**config.mk**
```make
export PLATFORM = sky130hd
export DESIGN_NAME = pcl_port
export DESIGN_NICKNAME = d
export VERILOG_FILES = /design/src/shared/pcl_pkg.sv /design/src/verilog/pcl_port.sv /design/src/verilog/pcl_sync.sv
export SDC_FILE = /design/constraint.sdc
export NUM_CORES = 1
export LEC_CHECK = 0
export BUFFER_PORTS_ARGS = -buffer_cell sky130_fd_sc_hd__buf_4
export CORE_AREA = 2 2 85 128
export CTS_BUF_LIST = sky130_fd_sc_hd__clkbuf_4
export CTS_CLUSTER_SIZE = 8
export DETAILED_ROUTE_END_ITERATION = 8
export DIE_AREA = 0 0 87 130
export PLACE_DENSITY_LB_ADDON = 0.05
export SLEW_MARGIN = 5
export SYNTH_ARGS = -nofsm -noshare
export SYNTH_HDL_FRONTEND = slang
export SYNTH_HIERARCHICAL = 1
export SYNTH_SLANG_ARGS = --single-unit
```
**constraint.sdc**
```tcl
create_clock -name core_clk_in -period 2.5 [get_ports core_clk_in]
set_input_delay 0.25 -clock core_clk_in [delete_from_list [all_inputs] [get_ports core_clk_in]]
set_output_delay 0.25 -clock core_clk_in [all_outputs]
set_load 0.1 [all_outputs]
```
**src/shared/pcl_pkg.sv**
```systemverilog
// Constants and types shared by the parallel configuration load port.
// What this block does
// - Each data word takes 1 clock in 8-bit mode, 2 with decompression; in 16-bit mode 1 plain, 2 secure, 4 compressed.
// - In 16-bit mode data lines 15..0 carry data, in 8-bit mode only lines 7..0 do.
// - In user mode request, status and load complete are high, and a low request restarts configuration.
// - After power-up status stays low for the whole power-on-reset delay before data is accepted.
// - Load complete stays low from power-up through the wait and the whole data transfer.
// - Load complete rises once every word has arrived; the check value is not used to gate it.
// - After configuration the clock is ignored, though the host keeps it at a defined level.
// - Once the init enable option has been loaded, init complete is driven low until initialization ends.
// - After configuration the data lines return to user I/O.
package pcl_pkg;
  localparam int CLK_PERIOD_NS = 10;
  localparam int POR_DELAY_NS = 100000;
  localparam int POR_DELAY_CYC = (POR_DELAY_NS + CLK_PERIOD_NS - 1) / CLK_PERIOD_NS;
  localparam int RECONFIG_STROBE_WIDTH_NS = 250;
  localparam int RECONFIG_STROBE_CYC = (RECONFIG_STROBE_WIDTH_NS + CLK_PERIOD_NS - 1) / CLK_PERIOD_NS;
  localparam int WORD_COUNT_DEFAULT = 64;
  localparam int INIT_EDGES = 2;
  localparam int INIT_OPT_BIT = 0;
  localparam logic [15:0] CHECK_SEED = 16'h0000;

  typedef enum logic [2:0] {
    PCL_POR = 3'b000,
    PCL_RESET = 3'b001,
    PCL_LOAD = 3'b010,
    PCL_INIT = 3'b011,
    PCL_USER = 3'b100,
    PCL_ERROR = 3'b101
  } pcl_state_t;
endpackage : pcl_pkg

```
**src/verilog/pcl_port.sv**
```systemverilog
// Device-side receiver of the parallel configuration load port.
`timescale 1ns/10ps
module pcl_port
  import pcl_pkg::*;
#(
  parameter int POR_CYCLES = POR_DELAY_CYC,
  parameter int WORD_COUNT = WORD_COUNT_DEFAULT
) (
  input wire logic core_clk_in,
  input wire logic arst_n_in,
  input wire logic config_clock_in,
  input wire logic config_request_n_in,
  input wire logic [15:0] config_data_in,
  input wire logic wide_mode_in,
  input wire logic decompress_in,
  input wire logic security_in,
  input wire logic reconfig_strobe_in,
  output logic config_status_n_out,
  output logic load_complete_out,
  output logic init_complete_out,
  output logic init_complete_oe_out,
  output logic user_io_mode_out,
  output logic word_valid_out,
  output logic [15:0] word_data_out,
  output logic check_error_out
);
  logic [18:0] pin_s;
  logic clk_prev_q;
  pcl_state_t state_q;
  pcl_state_t state_d;
  logic [31:0] count_q;
  logic [2:0] phase_q;
  logic [1:0] edges_q;
  logic init_en_q;
  logic first_q;
  logic [15:0] check_q;
  logic [31:0] words_q;
  logic [4:0] strobe_cnt_q;

  pcl_sync #(.WIDTH(19)) u_sync (
    .core_clk_in(core_clk_in),
    .arst_n_in(arst_n_in),
    .async_in({reconfig_strobe_in, config_request_n_in, config_clock_in, config_data_in}),
    .sync_out(pin_s)
  );

  wire strobe_s = pin_s[18];
  wire req_n_s = pin_s[17];
  wire clk_s = pin_s[16];
  wire [15:0] data_s = pin_s[15:0];
  wire clk_rise = clk_s & ~clk_prev_q;
  wire clk_fall = ~clk_s & clk_prev_q;

  function automatic logic [2:0] ratio_of(input logic wide, input logic dec, input logic sec);
    if (!wide) begin
      ratio_of = dec ? 3'h2 : 3'h1;
    end else begin
      ratio_of = dec ? 3'h4 : (sec ? 3'h2 : 3'h1);
    end
  endfunction : ratio_of

  wire [2:0] ratio = ratio_of(wide_mode_in, decompress_in, security_in);
  wire [15:0] word = wide_mode_in ? data_s : {8'h00, data_s[7:0]};
  wire last_phase = (phase_q == ratio - 3'h1);
  wire take_word = (state_q == PCL_LOAD) && clk_rise && last_phase;
  wire last_word = take_word && (words_q == WORD_COUNT - 1);
  wire strobe_long = (strobe_cnt_q >= 5'(RECONFIG_STROBE_CYC));
  wire restart = (!req_n_s || (strobe_long && !strobe_s)) && state_q != PCL_POR;
  wire [15:0] check_next = {check_q[14:0], check_q[15]} ^ word;

  always_comb begin
    state_d = state_q;
    case (state_q)
      PCL_POR: begin
        if (count_q >= 32'(POR_CYCLES - 1)) state_d = PCL_RESET;
      end
      PCL_RESET: begin
        if (req_n_s) state_d = PCL_LOAD;
      end
      PCL_LOAD: begin
        if (last_word) state_d = (check_next == CHECK_SEED || 1'b1) ? PCL_INIT : PCL_ERROR;
      end
      PCL_INIT: begin
        if (clk_fall && edges_q == 2'(INIT_EDGES - 1)) state_d = PCL_USER;
      end
      PCL_USER: begin
        state_d = PCL_USER;
      end
      PCL_ERROR: begin
        state_d = PCL_ERROR;
      end
      default: begin
        state_d = PCL_POR;
      end
    endcase
    if (restart) state_d = PCL_RESET;
  end

  always_ff @(posedge core_clk_in or negedge arst_n_in) begin
    if (!arst_n_in) begin
      state_q <= PCL_POR;
      count_q <= '0;
      clk_prev_q <= 1'b0;
    end else begin
      state_q <= state_d;
      count_q <= (state_q == PCL_POR) ? count_q + 32'h1 : '0;
      clk_prev_q <= clk_s;
    end
  end

  always_ff @(posedge core_clk_in or negedge arst_n_in) begin
    if (!arst_n_in) begin
      phase_q <= '0;
      words_q <= '0;
      first_q <= 1'b1;
      init_en_q <= 1'b0;
      check_q <= CHECK_SEED;
      edges_q <= '0;
      word_valid_out <= 1'b0;
      word_data_out <= '0;
    end else begin
      word_valid_out <= take_word;
      if (state_q != PCL_LOAD) begin
        phase_q <= '0;
        words_q <= '0;
        first_q <= 1'b1;
        check_q <= CHECK_SEED;
      end else if (clk_rise) begin
        phase_q <= last_phase ? 3'h0 : phase_q + 3'h1;
        if (last_phase) begin
          words_q <= words_q + 32'h1;
          first_q <= 1'b0;
          check_q <= check_next;
          word_data_out <= word;
          if (first_q) init_en_q <= word[INIT_OPT_BIT];
        end
      end
      if (restart) init_en_q <= 1'b0;
      if (state_q != PCL_INIT) edges_q <= '0;
      else if (clk_fall) edges_q <= edges_q + 2'h1;
    end
  end

  always_ff @(posedge core_clk_in or negedge arst_n_in) begin
    if (!arst_n_in) begin
      strobe_cnt_q <= '0;
      config_status_n_out <= 1'b0;
      load_complete_out <= 1'b0;
      init_complete_out <= 1'b0;
      init_complete_oe_out <= 1'b0;
      user_io_mode_out <= 1'b0;
      check_error_out <= 1'b0;
    end else begin
      if (!strobe_s) strobe_cnt_q <= '0;
      else if (!strobe_long) strobe_cnt_q <= strobe_cnt_q + 5'h1;
      config_status_n_out <= (state_d != PCL_POR) && (state_d != PCL_RESET) && (state_d != PCL_ERROR);
      load_complete_out <= (state_d == PCL_INIT) || (state_d == PCL_USER);
      init_complete_oe_out <= init_en_q && (state_d != PCL_RESET);
      init_complete_out <= (state_d == PCL_USER);
      user_io_mode_out <= (state_d == PCL_USER);
      check_error_out <= (state_d == PCL_ERROR);
    end
  end

  a_por_status_low: assert property (@(posedge core_clk_in) disable iff (!arst_n_in)
    (state_q == PCL_POR) |=> !config_status_n_out)
    else $error("Status released during power-on delay.");
  a_load_status_high: assert property (@(posedge core_clk_in) disable iff (!arst_n_in)
    (state_q == PCL_LOAD) |-> config_status_n_out)
    else $error("Status low while accepting data.");
  a_por_done_low: assert property (@(posedge core_clk_in) disable iff (!arst_n_in)
    (state_q == PCL_POR) |-> !load_complete_out)
    else $error("Load complete high during power-on delay.");
  a_done_low_load: assert property (@(posedge core_clk_in) disable iff (!arst_n_in)
    (state_q == PCL_LOAD && !last_word) |=> !load_complete_out)
    else $error("Load complete high while loading.");
  a_done_after_last: assert property (@(posedge core_clk_in) disable iff (!arst_n_in)
    (last_word && !restart) |=> load_complete_out)
    else $error("Load complete missing after last word.");
  a_error_status: assert property (@(posedge core_clk_in) disable iff (!arst_n_in)
    check_error_out |-> !config_status_n_out)
    else $error("Status high in error state.");
  a_request_restart: assert property (@(posedge core_clk_in) disable iff (!arst_n_in)
    (!req_n_s && state_q != PCL_POR) |=> (state_q == PCL_RESET) ##0 !load_complete_out)
    else $error("Request did not restart configuration.");
  a_restart_done_low: assert property (@(posedge core_clk_in) disable iff (!arst_n_in)
    restart |=> !load_complete_out)
    else $error("Load complete high after restart.");
  a_user_levels: assert property (@(posedge core_clk_in) disable iff (!arst_n_in)
    user_io_mode_out |-> (load_complete_out && config_status_n_out))
    else $error("Status or load complete low in user mode.");
  a_strobe_restart: assert property (@(posedge core_clk_in) disable iff (!arst_n_in)
    (strobe_long && !strobe_s && state_q != PCL_POR) |=> state_q == PCL_RESET)
    else $error("Long strobe did not restart configuration.");
  a_clock_ignored: assert property (@(posedge core_clk_in) disable iff (!arst_n_in)
    (state_q == PCL_USER && req_n_s && !strobe_long) |=> state_q == PCL_USER)
    else $error("User mode left without a restart.");
  a_ratio_table: assert property (@(posedge core_clk_in) disable iff (!arst_n_in)
    (wide_mode_in && decompress_in) |-> ratio == 3'h4)
    else $error("Wrong ratio for wide compressed mode.");
  a_ratio_narrow: assert property (@(posedge core_clk_in) disable iff (!arst_n_in)
    (!wide_mode_in) |-> ratio == (decompress_in ? 3'h2 : 3'h1))
    else $error("Wrong ratio for narrow mode.");
  a_ratio_secure: assert property (@(posedge core_clk_in) disable iff (!arst_n_in)
    (wide_mode_in && !decompress_in) |-> ratio == (security_in ? 3'h2 : 3'h1))
    else $error("Wrong ratio for wide uncompressed mode.");
  a_narrow_data: assert property (@(posedge core_clk_in) disable iff (!arst_n_in)
    (word_valid_out && !wide_mode_in) |-> word_data_out[15:8] == 8'h00)
    else $error("Upper lines used in narrow mode.");
  a_word_pulse: assert property (@(posedge core_clk_in) disable iff (!arst_n_in)
    word_valid_out |=> !word_valid_out)
    else $error("Word valid longer than one cycle.");
  a_word_capture: assert property (@(posedge core_clk_in) disable iff (!arst_n_in)
    take_word |=> (word_valid_out && word_data_out == $past(word)))
    else $error("Captured word not presented.");
  a_phase_bound: assert property (@(posedge core_clk_in) disable iff (!arst_n_in)
    (state_q == PCL_LOAD) |-> phase_q < ratio)
    else $error("Clock phase count beyond the ratio.");
  a_init_edges: assert property (@(posedge core_clk_in) disable iff (!arst_n_in)
    (state_q == PCL_INIT && !clk_fall && !restart) |=> state_q == PCL_INIT)
    else $error("Initialization left without a falling edge.");
  a_init_user: assert property (@(posedge core_clk_in) disable iff (!arst_n_in)
    (state_q == PCL_INIT && clk_fall && edges_q == 2'h1 && !restart) |=> user_io_mode_out)
    else $error("User mode not entered after two falling edges.");
  a_init_low: assert property (@(posedge core_clk_in) disable iff (!arst_n_in)
    (init_complete_oe_out && state_q == PCL_INIT) |-> !init_complete_out)
    else $error("Init complete high too early.");
  a_oe_before_option: assert property (@(posedge core_clk_in) disable iff (!arst_n_in)
    (state_q == PCL_LOAD && first_q) |-> !init_complete_oe_out)
    else $error("Init complete driven before the option was loaded.");
endmodule : pcl_port

```
**src/verilog/pcl_sync.sv**
```systemverilog
// Two-stage synchroniser for a group of pin inputs.
`timescale 1ns/10ps
module pcl_sync #(
  parameter int WIDTH = 1
) (
  input wire logic core_clk_in,
  input wire logic arst_n_in,
  input wire logic [WIDTH-1:0] async_in,
  output logic [WIDTH-1:0] sync_out
);
  logic [WIDTH-1:0] meta_q;

  always_ff @(posedge core_clk_in or negedge arst_n_in) begin
    if (!arst_n_in) begin
      meta_q <= '0;
      sync_out <= '0;
    end else begin
      meta_q <= async_in;
      sync_out <= meta_q;
    end
  end
endmodule : pcl_sync
```
==> results.md <==
- combined global-route utilization of all metal layers: 23.29%
- clock transition at the registers of the reported paths: 0.12 ns
- static leakage: 3.134 nW
- async set-or-reset flop fraction in the synthesized netlist: 100.0%
- number of max-cap violations: 0
- summed negative setup slack over all endpoints: 0 ns
- Psw: 2.310 mW
- core occupancy in the finished layout: 68.61%
- most common library cell in the layout ignoring fill and taps: sky130_fd_sc_hd__dfrtp_1
- Cell Pwr Density: 841.6 nW/um^2
- antenna viol nets, final: 0
- fin crit period: 2.348 ns
- total number of yosys warnings: 6
- die width: 87 um
- number of sinks handled by clock tree synthesis: 140
- transition time of the tightest slew-check pin: 0.7445 ns
- Worst slew margin: 49.91%
- CTS tree: yes
- number of core rows: 46
- post-DP HPWL: 8.541 mm
- maximum number of pins on one net before global-route repair: 84
- Data required, critical path: 2.94 ns
- number of synthesized register bits: 140
- most frequent cells in the layout: 139 x sky130_fd_sc_hd__dfrtp_1, 72 x sky130_fd_sc_hd__nand2_1, 58 x sky130_fd_sc_hd__buf_4, 45 x sky130_fd_sc_hd__nor2_1
- wire length of the first global-routing pass: 20.64 mm
- syn_area_per_cell: 10.54 um^2
- area of the die: 11310 um^2
- drc violations: 0
- detailed-route via count: 4485
- fraction of power consumed by the clock network: 26.3%
- Synth Net Count: 601
- sequential share of power: 43.7%
- outcome: complete, no violations
- hold violation count in the final report: 0
- drt first-iter violations: 255
- Std-Cell Core Area: 10300 um^2
- average via count per standard cell: 5.735
- Layout area overhead: 17.39%
- final weighted congestion of routability-driven global placement: 0.7958
- clock root buffer: sky130_fd_sc_hd__clkbuf_4
- Pint: 3.639 mW
- largest fanout on the critical path: 25
- deepest clock path buffer count: 2
- clock latency at the later pin of the worst-skew pair: 0.51 ns
- Worst Clk Skew: 0.01642 ns
- count of nets after finishing: 679
- number of distinct library cells after synthesis: 49
- number of antenna violations at the first check in global routing: 1
- number of I/O port buffers: 46
- commonest register cell after synthesis: sky130_fd_sc_hd__dfrtp_1
- global-route congestion overflow total: 0
- Worst setup SP type: flop
- number of buffers inserted by post-CTS setup repair: 0
- number of I/O pins: 47
- type of the tightest min-delay check: in2reg
- CTS Buf Count: 17
- Final Setup Violations: 0
- worst ir drop on vdd: 0.3811 mV
- fin crit share: 93.92%
- number of max-slew violations in the final report: 0
- Post-Syn Instances: 571
- number of optimization iterations in the first detailed-route pass: 4
- part of the total power dissipated in combinational logic: 30.0%
- number of H-tree levels: 4
- via count of the first global-routing pass: 4524
- sequential cell area fraction in the yosys report: 58.21%
- fraction of final layout cells with drive strength greater than 1: 14.98%
- endpoint arrival time on the critical path: 2.79 ns
- number of enable flip-flop cells after synthesis: 0
- switch share: 38.83%
- initial standard-cell utilization of the core: 58.44%
- final WL: 12.30 mm
- WL/cell: 15.73 um
- cell area after synthesis: 6021 um^2
- type of element capturing the critical path: flop
- die height: 130 um
- Max Freq: 425.9 MHz
- path type of the worst setup path: reg2reg
## stage by stage
| step | instances | cell area [um^2] | hold WS [ns] | power (mW) | setup slack [ns] |
|---|---|---|---|---|---|
| 2_1_floorplan | 571 | 6021 | -0.04559 | 3.959 | 0.3399 |
| 3_3_place_gp | 730 | 6555 | 0.3316 | 4.383 | 0.1754 |
| 3_5_place_dp | 730 | 6555 | 0.3347 | 4.418 | 0.1063 |
| 4_1_cts | 781 | 7063 | 0.004671 | 6.014 | 0.08048 |
| 5_1_grt | 782 | 7068 | 0.02339 | 6.216 | -0.01121 |
| 6_report | 782 | 7068 | 0.05770 | 5.949 | 0.1519 |
## critical path, stage by stage (launching register included)
cell and delay [ns]:
sky130_fd_sc_hd__dfrtp_1 0.48, sky130_fd_sc_hd__a2111oi_4 0.45, sky130_fd_sc_hd__a32oi_2 0.27, sky130_fd_sc_hd__a21o_2 0.42, sky130_fd_sc_hd__or4_1 0.51, sky130_fd_sc_hd__a21oi_1 0.15
## Yosys cell counts, drive strengths merged, types with 6 or more instances
library cell  count  area [um^2]
a211oi            9        67.56
and3             12        75.07
nor3              8        40.04
a21oi            35        175.2
or4              16        120.1
dfrtp           139         3478
buf               7        46.29
inv              19        71.31
nor2             45        168.9
or3              12        75.07
nand2            72        270.3
clkbuf           15        56.30
nor4             15        108.9
o21ai            15        75.07
ha                6        75.07
xnor2            17        148.9
nand3            35        175.2
nand4            16        100.1
o31ai            15        112.6
xor2             20        175.2
## layout make-up
cell class                      instances  area, um^2
Clock buffer                           18       135.1
Tap cell                              120       150.1
Fill cell                             825        3234
Timing Repair Buffer                   81       686.9
Inverter                               19       71.32
Multi-Input combinational cell        390        2345
Sequential cell                       140        3505
Antenna cell                            1       2.502
Clock inverter                         13       172.7
## path summary, 6_finish.rpt
check	from	to	slack, ns	cells past startpoint
min	wide_mode_in	word_data_out[12]	0.06	3
max	phase_q[0]	words_q[16]	0.15	5
min reg2reg	u_sync/meta_q[7]	u_sync/sync_out[7]	0.35	0
max in group asynchronous	arst_n_in	u_sync/meta_q[7]	1.51	3
min in group asynchronous	arst_n_in	u_sync/sync_out[1]	0.35	2
max reg2reg	phase_q[0]	words_q[16]	0.15	5
## metal layers
| metal | global-route usage (%) | wire, um | share of wire (%) |
|---|---|---|---|
| met5 | 0 | 0 | 0 |
| met4 | 9.099 | 295 | 2.4 |
| met3 | 5.440 | 288 | 2.3 |
| met2 | 41.67 | 6704 | 55 |
| met1 | 26.63 | 5012 | 41 |
## flip-flops by register name, summed over array words and instances (netlist names), 2 cells and up
name	cells
state_q	3
edges_q	2
strobe_cnt_q	5
words_q	32
u_sync/sync_out	19
count_q	32
word_data_out	16
u_sync/meta_q	19
phase_q	3
## power by group through the flow
stage	registers, mW	logic [mW]	clock network (mW)
floorplan	3.51	0.447	0
global placement	2.64	1.75	0
detailed placement	2.65	1.77	0
CTS	2.60	1.80	1.61
global route	2.63	1.89	1.70
finish	2.60	1.78	1.56
## kinds of logic after synthesis
group	Yosys count	share of synthesized area (%)
and+or+nand+nor	250	21.30
DFF	140	58.21
AOI/OAI and AO/OA	96	10.72
buffers and inverters	41	2.888
xor gates and xnor gates	37	5.382
adders and majority gates	6	1.247
muxes	1	0.2493
## timing repair
item | in CTS | in global routing
endpoints found under the hold margin | 99 | 0
hold buffers | 20 | 0
gates resized for setup | 0 | 2
endpoints found under the setup margin | 0 | 10
No activity file was read; power rests on OpenSTA's default activity.
